<file path="src/rtl/wdtnmi_pkg.sv">
// Constants shared by the watchdog timer with non-maskable interrupt
package wdtnmi_pkg;
  // ==========================================
  // Register word indices
  localparam logic ADDR_CONTROL_STATUS = 1'h0;
  localparam logic ADDR_RELOAD_VALUE = 1'h1;

  // ==========================================
  // Control/status field positions
  localparam int PRESCALE_LSB = 0;
  localparam int PRESCALE_MSB = 2;
  localparam int BIT_EXPIRY = 3;
  localparam int BIT_IRQ_ENABLE = 4;
  localparam int BIT_TIMER_ENABLE = 5;
  localparam int BIT_RELOAD_STROBE = 6;
  localparam int BIT_DEBUG_FREEZE = 7;

  // ==========================================
  // Widths and reset values
  localparam int DATA_W = 16;
  localparam int PRESCALER_W = 7;
  localparam logic [2:0] PRESCALE_RST = 3'h0;
  localparam logic [15:0] RELOAD_RST = 16'h0000;
  localparam logic [15:0] COUNT_RST = 16'h0000;
  localparam logic [7:0] RESERVED_READ = 8'h00;

  // ==========================================
  // Core clock divide ahead of the prescaler, in cycles
  localparam int CORE_DIV = 4;
  localparam logic [1:0] CORE_DIV_LAST = 2'(CORE_DIV - 1);

  // ==========================================
  // Shared non-maskable exception vector
  localparam logic [15:0] NMI_VECTOR = 16'h001e;

  typedef logic [15:0] wdtnmi_word_t;
endpackage

</file>
<file path="src/rtl/wdtnmi_timer.sv">
// Watchdog timer raising a non-maskable interrupt, with its two registers
// What this block does
// - Enable rising loads counter and prescaler
// - Reload strobe while enabled loads both immediately
// - Zero count plus tick reloads; period N+1
// - Reload write while disabled only stores
// - Reload write while enabled waits for terminal
// - Prescale field selects divide by 2^value
// - Prescale used only when prescaler loads
// - Expiry flag set on expiry, read clears
// - Interrupt enable gates interrupt at expiry
// - Enable clear freezes prescaler and counter
// - Prescaler fed by core clock over four
// - Reload strobe self-clears; zero write ignored
// - Debug freeze stops timer in debug
// - Upper eight control bits read zero
// - Timer interrupt ORed with mode pin request
// - Interrupt shares vector at address 1e
// - Both resets clear control and status bits
// - Two 16-bit registers in data space
`timescale 1ns/1ps
module wdtnmi_timer (
  // Clock and resets
  input wire logic clk,
  input wire logic rstn,
  input wire logic soft_reset,
  // Register port from the core
  input wire logic reg_sel,
  input wire logic reg_wr,
  input wire logic reg_rd,
  input wire wdtnmi_pkg::wdtnmi_word_t reg_wdata,
  output logic [wdtnmi_pkg::DATA_W-1:0] reg_rdata_q,
  // Core status and interrupt
  input wire logic debug_mode,
  input wire logic mode_c_pin,
  output logic nmi_q,
  output logic [15:0] nmi_vector_q
);
  import wdtnmi_pkg::*;

  // ==========================================
  // State
  logic [2:0] prescale_select_q;
  logic expiry_flag_q;
  logic irq_enable_q;
  logic timer_enable_q;
  logic reload_strobe_q;
  logic debug_freeze_q;
  logic [DATA_W-1:0] reload_value_q;
  logic [DATA_W-1:0] count_q;
  logic [DATA_W-1:0] count_d;
  logic [PRESCALER_W-1:0] prescaler_q;
  logic [PRESCALER_W-1:0] prescaler_d;
  logic [1:0] core_div_q;
  logic timer_irq_q;
  logic [2:0] active_sel_q;
  logic [9:0] run_gap_q;

  // ==========================================
  // Decode
  logic cs_wr;
  logic rv_wr;
  logic cs_rd;
  logic enable_rise;
  logic strobe_load;
  logic sw_load;
  logic running;
  logic quarter_en;
  logic tick;
  logic expire;

  function automatic logic [PRESCALER_W-1:0] prescale_top(input logic [2:0] sel);
    prescale_top = PRESCALER_W'((8'h01 << sel) - 8'h01);
  endfunction

  assign cs_wr = reg_wr && (reg_sel == ADDR_CONTROL_STATUS);
  assign rv_wr = reg_wr && (reg_sel == ADDR_RELOAD_VALUE);
  assign cs_rd = reg_rd && (reg_sel == ADDR_CONTROL_STATUS);
  assign enable_rise = cs_wr && reg_wdata[BIT_TIMER_ENABLE] && !timer_enable_q;
  assign strobe_load = cs_wr && reg_wdata[BIT_RELOAD_STROBE] && timer_enable_q
                       && reg_wdata[BIT_TIMER_ENABLE];
  assign sw_load = enable_rise || strobe_load;
  assign running = timer_enable_q && !(debug_freeze_q && debug_mode);
  assign quarter_en = running && (core_div_q == CORE_DIV_LAST);
  assign tick = quarter_en && (prescaler_q == '0);
  assign expire = tick && (count_q == '0);

  // ==========================================
  // Control bits
  always_ff @(posedge clk or negedge rstn) begin
    if (!rstn) begin
      prescale_select_q <= PRESCALE_RST;
      irq_enable_q <= 1'b0;
      timer_enable_q <= 1'b0;
      debug_freeze_q <= 1'b0;
    end else if (soft_reset) begin
      prescale_select_q <= PRESCALE_RST;
      irq_enable_q <= 1'b0;
      timer_enable_q <= 1'b0;
      debug_freeze_q <= 1'b0;
    end else if (cs_wr) begin
      prescale_select_q <= reg_wdata[PRESCALE_MSB:PRESCALE_LSB];
      irq_enable_q <= reg_wdata[BIT_IRQ_ENABLE];
      timer_enable_q <= reg_wdata[BIT_TIMER_ENABLE];
      debug_freeze_q <= reg_wdata[BIT_DEBUG_FREEZE];
    end
  end

  // Prescale in force between loads
  always_ff @(posedge clk or negedge rstn) begin
    if (!rstn) begin
      active_sel_q <= PRESCALE_RST;
    end else if (sw_load) begin
      active_sel_q <= reg_wdata[PRESCALE_MSB:PRESCALE_LSB];
    end else if (expire) begin
      active_sel_q <= prescale_select_q;
    end
  end

  // Strobe reads back one cycle only
  always_ff @(posedge clk or negedge rstn) begin
    if (!rstn) begin
      reload_strobe_q <= 1'b0;
    end else if (soft_reset) begin
      reload_strobe_q <= 1'b0;
    end else begin
      reload_strobe_q <= cs_wr && reg_wdata[BIT_RELOAD_STROBE];
    end
  end

  // Expiry flag: a set in the cycle of a read wins
  always_ff @(posedge clk or negedge rstn) begin
    if (!rstn) begin
      expiry_flag_q <= 1'b0;
    end else if (soft_reset) begin
      expiry_flag_q <= 1'b0;
    end else if (expire) begin
      expiry_flag_q <= 1'b1;
    end else if (cs_rd) begin
      expiry_flag_q <= 1'b0;
    end
  end

  // ==========================================
  // Reload value store
  always_ff @(posedge clk or negedge rstn) begin
    if (!rstn) begin
      reload_value_q <= RELOAD_RST;
    end else if (rv_wr) begin
      reload_value_q <= reg_wdata;
    end
  end

  // ==========================================
  // Core clock quarter divider
  always_ff @(posedge clk or negedge rstn) begin
    if (!rstn) begin
      core_div_q <= 2'h0;
    end else if (sw_load || soft_reset) begin
      core_div_q <= 2'h0;
    end else if (running) begin
      core_div_q <= core_div_q + 2'h1;
    end
  end

  // ==========================================
  // Prescaler and counter
  always_comb begin
    prescaler_d = prescaler_q;
    count_d = count_q;
    if (sw_load) begin
      prescaler_d = prescale_top(reg_wdata[PRESCALE_MSB:PRESCALE_LSB]);
      count_d = reload_value_q;
    end else if (expire) begin
      prescaler_d = prescale_top(prescale_select_q);
      count_d = reload_value_q;
    end else if (tick) begin
      prescaler_d = prescale_top(active_sel_q);
      count_d = count_q - 16'h0001;
    end else if (quarter_en) begin
      prescaler_d = prescaler_q - 7'h01;
    end
  end

  always_ff @(posedge clk or negedge rstn) begin
    if (!rstn) begin
      prescaler_q <= '0;
      count_q <= COUNT_RST;
    end else begin
      prescaler_q <= prescaler_d;
      count_q <= count_d;
    end
  end

  // ==========================================
  // Interrupt and vector
  always_ff @(posedge clk or negedge rstn) begin
    if (!rstn) begin
      timer_irq_q <= 1'b0;
    end else begin
      timer_irq_q <= expire && irq_enable_q;
    end
  end

  always_ff @(posedge clk or negedge rstn) begin
    if (!rstn) begin
      nmi_q <= 1'b0;
    end else begin
      nmi_q <= timer_irq_q || mode_c_pin;
    end
  end

  always_ff @(posedge clk or negedge rstn) begin
    if (!rstn) begin
      nmi_vector_q <= 16'h0000;
    end else begin
      nmi_vector_q <= NMI_VECTOR;
    end
  end

  // ==========================================
  // Read data
  always_ff @(posedge clk or negedge rstn) begin
    if (!rstn) begin
      reg_rdata_q <= '0;
    end else if (reg_rd) begin
      if (reg_sel == ADDR_CONTROL_STATUS) begin
        reg_rdata_q <= {RESERVED_READ, debug_freeze_q, reload_strobe_q,
                        timer_enable_q, irq_enable_q, expiry_flag_q,
                        prescale_select_q};
      end else begin
        reg_rdata_q <= reload_value_q;
      end
    end
  end

  // ==========================================
  // Checks
  // Running cycles since the last load or tick
  always_ff @(posedge clk or negedge rstn) begin
    if (!rstn) begin
      run_gap_q <= '0;
    end else if (sw_load || tick) begin
      run_gap_q <= '0;
    end else if (running) begin
      run_gap_q <= run_gap_q + 10'h001;
    end
  end
endmodule

</file>
<file path="config.mk">
export PLATFORM = sky130hd
export DESIGN_NAME = wdtnmi_timer
export DESIGN_NICKNAME = d
export VERILOG_FILES = /design/src/rtl/wdtnmi_pkg.sv /design/src/rtl/wdtnmi_timer.sv
export SDC_FILE = /design/constraint.sdc
export NUM_CORES = 1
export LEC_CHECK = 0
export BUFFER_PORTS_ARGS = -buffer_cell sky130_fd_sc_hd__buf_4
export CAP_MARGIN = 20
export CORE_MARGIN = 4
export CORE_UTILIZATION = 57
export DETAILED_ROUTE_END_ITERATION = 6
export GPL_TIMING_DRIVEN = 1
export PLACE_DENSITY = 0.84
export SYNTH_ARGS = -nofsm -noshare
export SYNTH_HDL_FRONTEND = slang
export SYNTH_SLANG_ARGS = --single-unit
</file>
<file path="constraint.sdc">
create_clock -name clk -period 2.7 [get_ports clk]
set_input_delay 0.54 -clock clk [delete_from_list [all_inputs] [get_ports clk]]
set_output_delay 0.54 -clock clk [all_outputs]
set_load 0.05 [all_outputs]
</file>
Word-level counts from Yosys, hierarchy flattened
Index checks and enable logic that the tools add are counted.

storage, ports and cells
  register bits after elaboration = 71
  input port bits = 24
  word-level logic and storage cells = 77

cells by class
  $add $sub $neg = 6
  equality and inequality tests = 1
  shift-type cells = 3
  multiplexer cells = 24
  bitwise logic cells = 1
  reduce and logical (&&, ||, !) cells = 27

operators by type and width
  operator                                             number
  2-to-1 mux 16 bit                                    4
  2-to-1 mux 7 bit                                     4
  subtractor 7 x 1 -> 7 bit (second input constant)    4
  left shift 1 x 3 -> 7 bit (first input constant)     3
  zero test 16 bit                                     1
  subtractor 16 x 1 -> 16 bit (second input constant)  1
  logical AND 1 bit                                    14
  2-to-1 mux 3 bit                                     4
  2-to-1 mux 1 bit                                     10
  zero test 7 bit                                      1
  nonzero test 2 bit                                   3
  nonzero test 3 bit                                   2
  2-to-1 mux 2 bit                                     2
  nonzero test 4 bit                                   1
  logical OR 1 bit                                     3
  adder 2 x 1 -> 2 bit (second input constant)         1
  equality test 2 bit (second input constant)          1
  zero test 1 bit                                      2
  NOT 1 bit                                            1

Logic depth before layout (Yosys ltp)
  depth in word-level cells = 8
  depth in mapped cells = 11
  gate-level depth less buffers = 10

Least setup slack after synthesis
OpenSTA, ideal clock, no wires.

  path type = in2reg
  start = in reg_wr
  end = reg prescaler_q[6]
  setup time = 0.092 ns
  arrival = 2.527 ns
  required time = 2.608 ns
  path slack = 0.081 ns
  cell stages on the path = 11
  path buffers = 3
  cells stage by stage = nor2b_1 -> clkbuf_1 -> and3_1 -> clkbuf_1 -> a21o_1 -> buf_2 -> o211ai_1 -> ha_1 -> nor3b_1 -> a21oi_1 -> o31ai_2

on the way
  longest elaborated chain between the ends = 6

ends and longest elaborated chain
  element                                                                  RTL line             RTL
  from (decl)                                                              wdtnmi_timer.sv:29   input wire logic reg_wr,
  logical AND 1 bit (*)                                                    wdtnmi_timer.sv:76   assign cs_wr = reg_wr && (reg_sel == ADDR_CONTROL_STATUS);
  logical AND 1 bit (2 in series)                                          wdtnmi_timer.sv:80   assign strobe_load = cs_wr && reg_wdata[BIT_RELOAD_STROBE] && timer_enable_q
  logical AND 1 bit                                                        wdtnmi_timer.sv:81   && reg_wdata[BIT_TIMER_ENABLE];
  logical OR 1 bit (*)                                                     wdtnmi_timer.sv:82   assign sw_load = enable_rise || strobe_load;
  nonzero test 4 bit (no source line) or 2-to-1 mux 7 bit (tied branches)  n/a
  to (signal assigned)                                                     wdtnmi_timer.sv:190  prescaler_q <= prescaler_d;
  to (decl)                                                                wdtnmi_timer.sv:52   logic [PRESCALER_W-1:0] prescaler_q;

Mark *: on every way between the ends. The rest lies on a longest branch, timed or not.
A chain may end at the register's enable or synchronous reset.

Final worst setup path
  start = reg count_q[1]
  end = reg prescaler_q[5]

on the way
  longest elaborated chain between the ends = 4

ends and longest elaborated chain
  element                 RTL line             RTL
  from (decl)             wdtnmi_timer.sv:50   logic [DATA_W-1:0] count_q;
  from (signal assigned)  wdtnmi_timer.sv:191  count_q <= count_d;
  zero test 16 bit (*)    wdtnmi_timer.sv:86   assign expire = tick && (count_q == '0);
  logical AND 1 bit (*)   wdtnmi_timer.sv:86
  2-to-1 mux 7 bit        wdtnmi_timer.sv:174  end else if (expire) begin
  2-to-1 mux 7 bit        wdtnmi_timer.sv:171  if (sw_load) begin

Marks and branches as above.

==> run_results.csv <==
group,metric,value,unit
die,start_util,0.597,
logic_synthesis,async_flop_share,1.00,
clocking,cts.path.max_buffers,2,
layout,seq_area,1780,um^2
placement,port_buffers,44,
global_route,grt_first_pass_wirelength,16.2,mm
global_route,top_usage_layer,"met2",
logic_synthesis,yosys-top-cells-count,"71 x dfrtp_1, 46 x nand2_1, 39 x o21ai_0",
logic_synthesis,yosysMostFrequentCell,"dfrtp_1",
placement,dp_hpwl,7.03,mm
clocking,clk-insertion-delay-late,0.35,ns
die,core-area,6420,um^2
power_and_ir_drop,ir_drop,0.539,mV
placement,place_congestion,0.862,
timing,drv_slew,0,
logic_synthesis,yosysUniqueCellTypes,54,
logic_synthesis,synth_top_cell_by_area,"dfrtp_1",
die,ios,57,
detailed_routing,vias,3510,
global_route,grt_start_max_net_pins,72,
detailed_routing,finalWirelength,10.0,mm
die,die_x,90.0,um
min_path,hp-class,"primary input to async pin",
power_and_ir_drop,power_density,792,nW/um^2
logic_synthesis,syn_area,3830,um^2
clocking,cts_root_buffer,"clkbuf_8",
global_route,grt_pass1_vias,3327,
worst_setup_path,worstPathRequired,2.94,ns
placement,pre_cts_ws,-0.0107,ns
job,drv_cap,0,
outcome,outcome,"completed",
logic_synthesis,ys.flop_type,"dfrtp_1",
logic_synthesis,syn_area_per_cell,9.12,um^2
timing,setup-tns-final,0,ns
global_route,met3_usage,0.0534,
placement,dpl_cell_area,4310,um^2
clocking,htree_levels,3,
layout,final_nets,508,
detailed_routing,via_per_inst,6.25,
detailed_routing,dr.pass1.iters,5,
die,fp.dieH,90.0,um
clocking,cts_num_sinks,71,
worst_setup_path,path_class,"flop to flop",
timing,setup_violations,0,
timing,period_share,0.997,
worst_setup_path,cp-start-kind,"flop",
worst_setup_path,critPathLaunch,"count_q[1]$_DFFE_PN0P_",
timing,setup_slack,0.00720,ns
clocking,cts-buffers-inserted,9,
worst_setup_path,arrival,2.93,ns
layout,area_growth,19.8,%
timing,max-slew-margin-rel,0.410,
logic_synthesis,yosysWarnings,0,
global_route,track_usage,0.246,
logic_synthesis,synth_top_cell_area_share,0.464,
timing,worstMarginPinSlew,0.886,ns
global_route,met1_usage,0.335,
die,rows,29,
layout,design_area,4590,um^2
layout,multi_input_area,1870,um^2
detailed_routing,post_drt_wl_per_cell,17.8,um
power_and_ir_drop,p_leak,0.00206,uW
layout,nFillCells,468,
logic_synthesis,postSynthCellCount,420,
worst_setup_path,end_kind,"flop",
layout,antenna_cells,0,
global_route,grt-ovfl-total,0,
detailed_routing,drcViolationCount,0,
logic_synthesis,yosys-top-cells-area,"dfrtp_1 46%, o21ai_0 5.1%, nand2_1 4.5%",
timing,finalHoldViolations,0,
power_and_ir_drop,p_total,3640,uW
worst_setup_path,cp_max_fo,5,
die,dieArea,8100,um^2
detailed_routing,drt-initial-drc-count,315,
timing,min_period,2.69,ns
global_route,antenna_found_initial,0,
global_route,gr-usage-met2,0.390,
detailed_routing,antenna_left,0,
clocking,clk_pin_slew_worst_paths,0.08,ns
worst_setup_path,reg2reg_from,"count_q[1]$_DFFE_PN0P_",
logic_synthesis,ys_seq_elements,71,
timing,skew,0.0105,ns
logic_synthesis,synth_edf_count,0,
layout,drive_gt1_frac,0.260,
logic_synthesis,yosysSeqAreaShare,0.464,
clocking,cts_tree,"built",
timing,fmax,371,MHz
[placed cells by master (no fill, tap or decap), types with 9 or more instances in the layout]
master and count:
buf_4 77, dfrtp_1 71, nand2_1 46, o21ai_0 38, a21oi_1 31, nor2_1 29
inv_1 19, nor3_1 17, mux2_2 15, nand3_1 14, conb_1 13, mux2i_1 10
clkbuf_8 9
[power breakdown]
group | internal [uW] | switching (uW) | leakage (uW)
registers | 1280 | 226 | 0.000880
clock network | 434 | 426 | 0.000101
logic | 544 | 721 | 0.00108
[state kept, by name, summed over array words and instances, names as in the netlist, 2 cells and up]
name               count
reload_value_q        16
reg_rdata_q           16
core_div_q             2
prescaler_q            7
count_q               16
prescale_select_q      3
active_sel_q           3
[layout make-up]
class                           count  area share
Inverter                           19      0.0155
Tap cell                           77      0.0210
Clock buffer                       10      0.0278
Clock inverter                      6      0.0153
Multi-Input combinational cell    302       0.408
Timing Repair Buffer               77       0.126
Sequential cell                    71       0.387
[routing by layer]
metal	wire length [um]	vias to the layer above
li1	-	1591
met1	4160	1682
met2	4740	204
met3	823	33
met4	293	0
met5	0	-
[worst paths after layout]
| check | to | slack (ns) | cells after the start |
|---|---|---|---|
| min in group clk | nmi_q$_DFF_PN0_ | 0.39 | 2 |
| max in group asynchronous | reg_rdata_q[2]$_DFFE_PN0P_ | 1.81 | 1 |
| max | prescaler_q[5]$_DFFE_PN0P_ | 0.007 | 9 |
| min | reg_rdata_q[8]$_DFFE_PN0P_ | 0.32 | 1 |
| max reg2reg | prescaler_q[5]$_DFFE_PN0P_ | 0.007 | 9 |
| min reg2reg | nmi_q$_DFF_PN0_ | 0.43 | 1 |
[metrics by stage]
stage | instances | hold WS, ns | util
floorplan | 431 | 0.244 | -
global placement | 542 | 0.415 | 0.672
detailed placement | 542 | 0.418 | 0.672
CTS | 558 | 0.346 | 0.703
global route | 562 | 0.375 | 0.715
finish | 562 | 0.320 | 0.715
[critical path: stages, from the launching register on]
cell and delay (ns):
dfrtp_1 0.40, inv_1 0.10, ha_1 0.19, nor4b_4 0.22
and4_4 0.33, mux2i_2 0.27, o211ai_1 0.19, or2_2 0.32
o31a_1 0.30, o31ai_1 0.27
[cells by family (layout without fill, tap and decap cells)]
logic type,count (synthesis),count (layout),share of synthesized area
multiplexers,29,29,0.0806
flip-flops,71,71,0.464
other,2,13,0.00196
buffers and inverters,58,112,0.0722
adder cells (fa/ha/maj),4,4,0.0131
AO/OA/AOI/OAI,104,104,0.162
XOR/XNOR,3,3,0.00686
AND/OR/NAND/NOR,149,149,0.200
[repair_timing]
action / CTS / global route
gates cloned: 0 / 0
setup endpoints to repair: 1 / 4
resized for setup: 1 / 12
pin swaps: 0 / 5
hold buffers: 0 / 0
setup buffers: 0 / 4
Note: power is estimated with default switching activity, not from simulation.
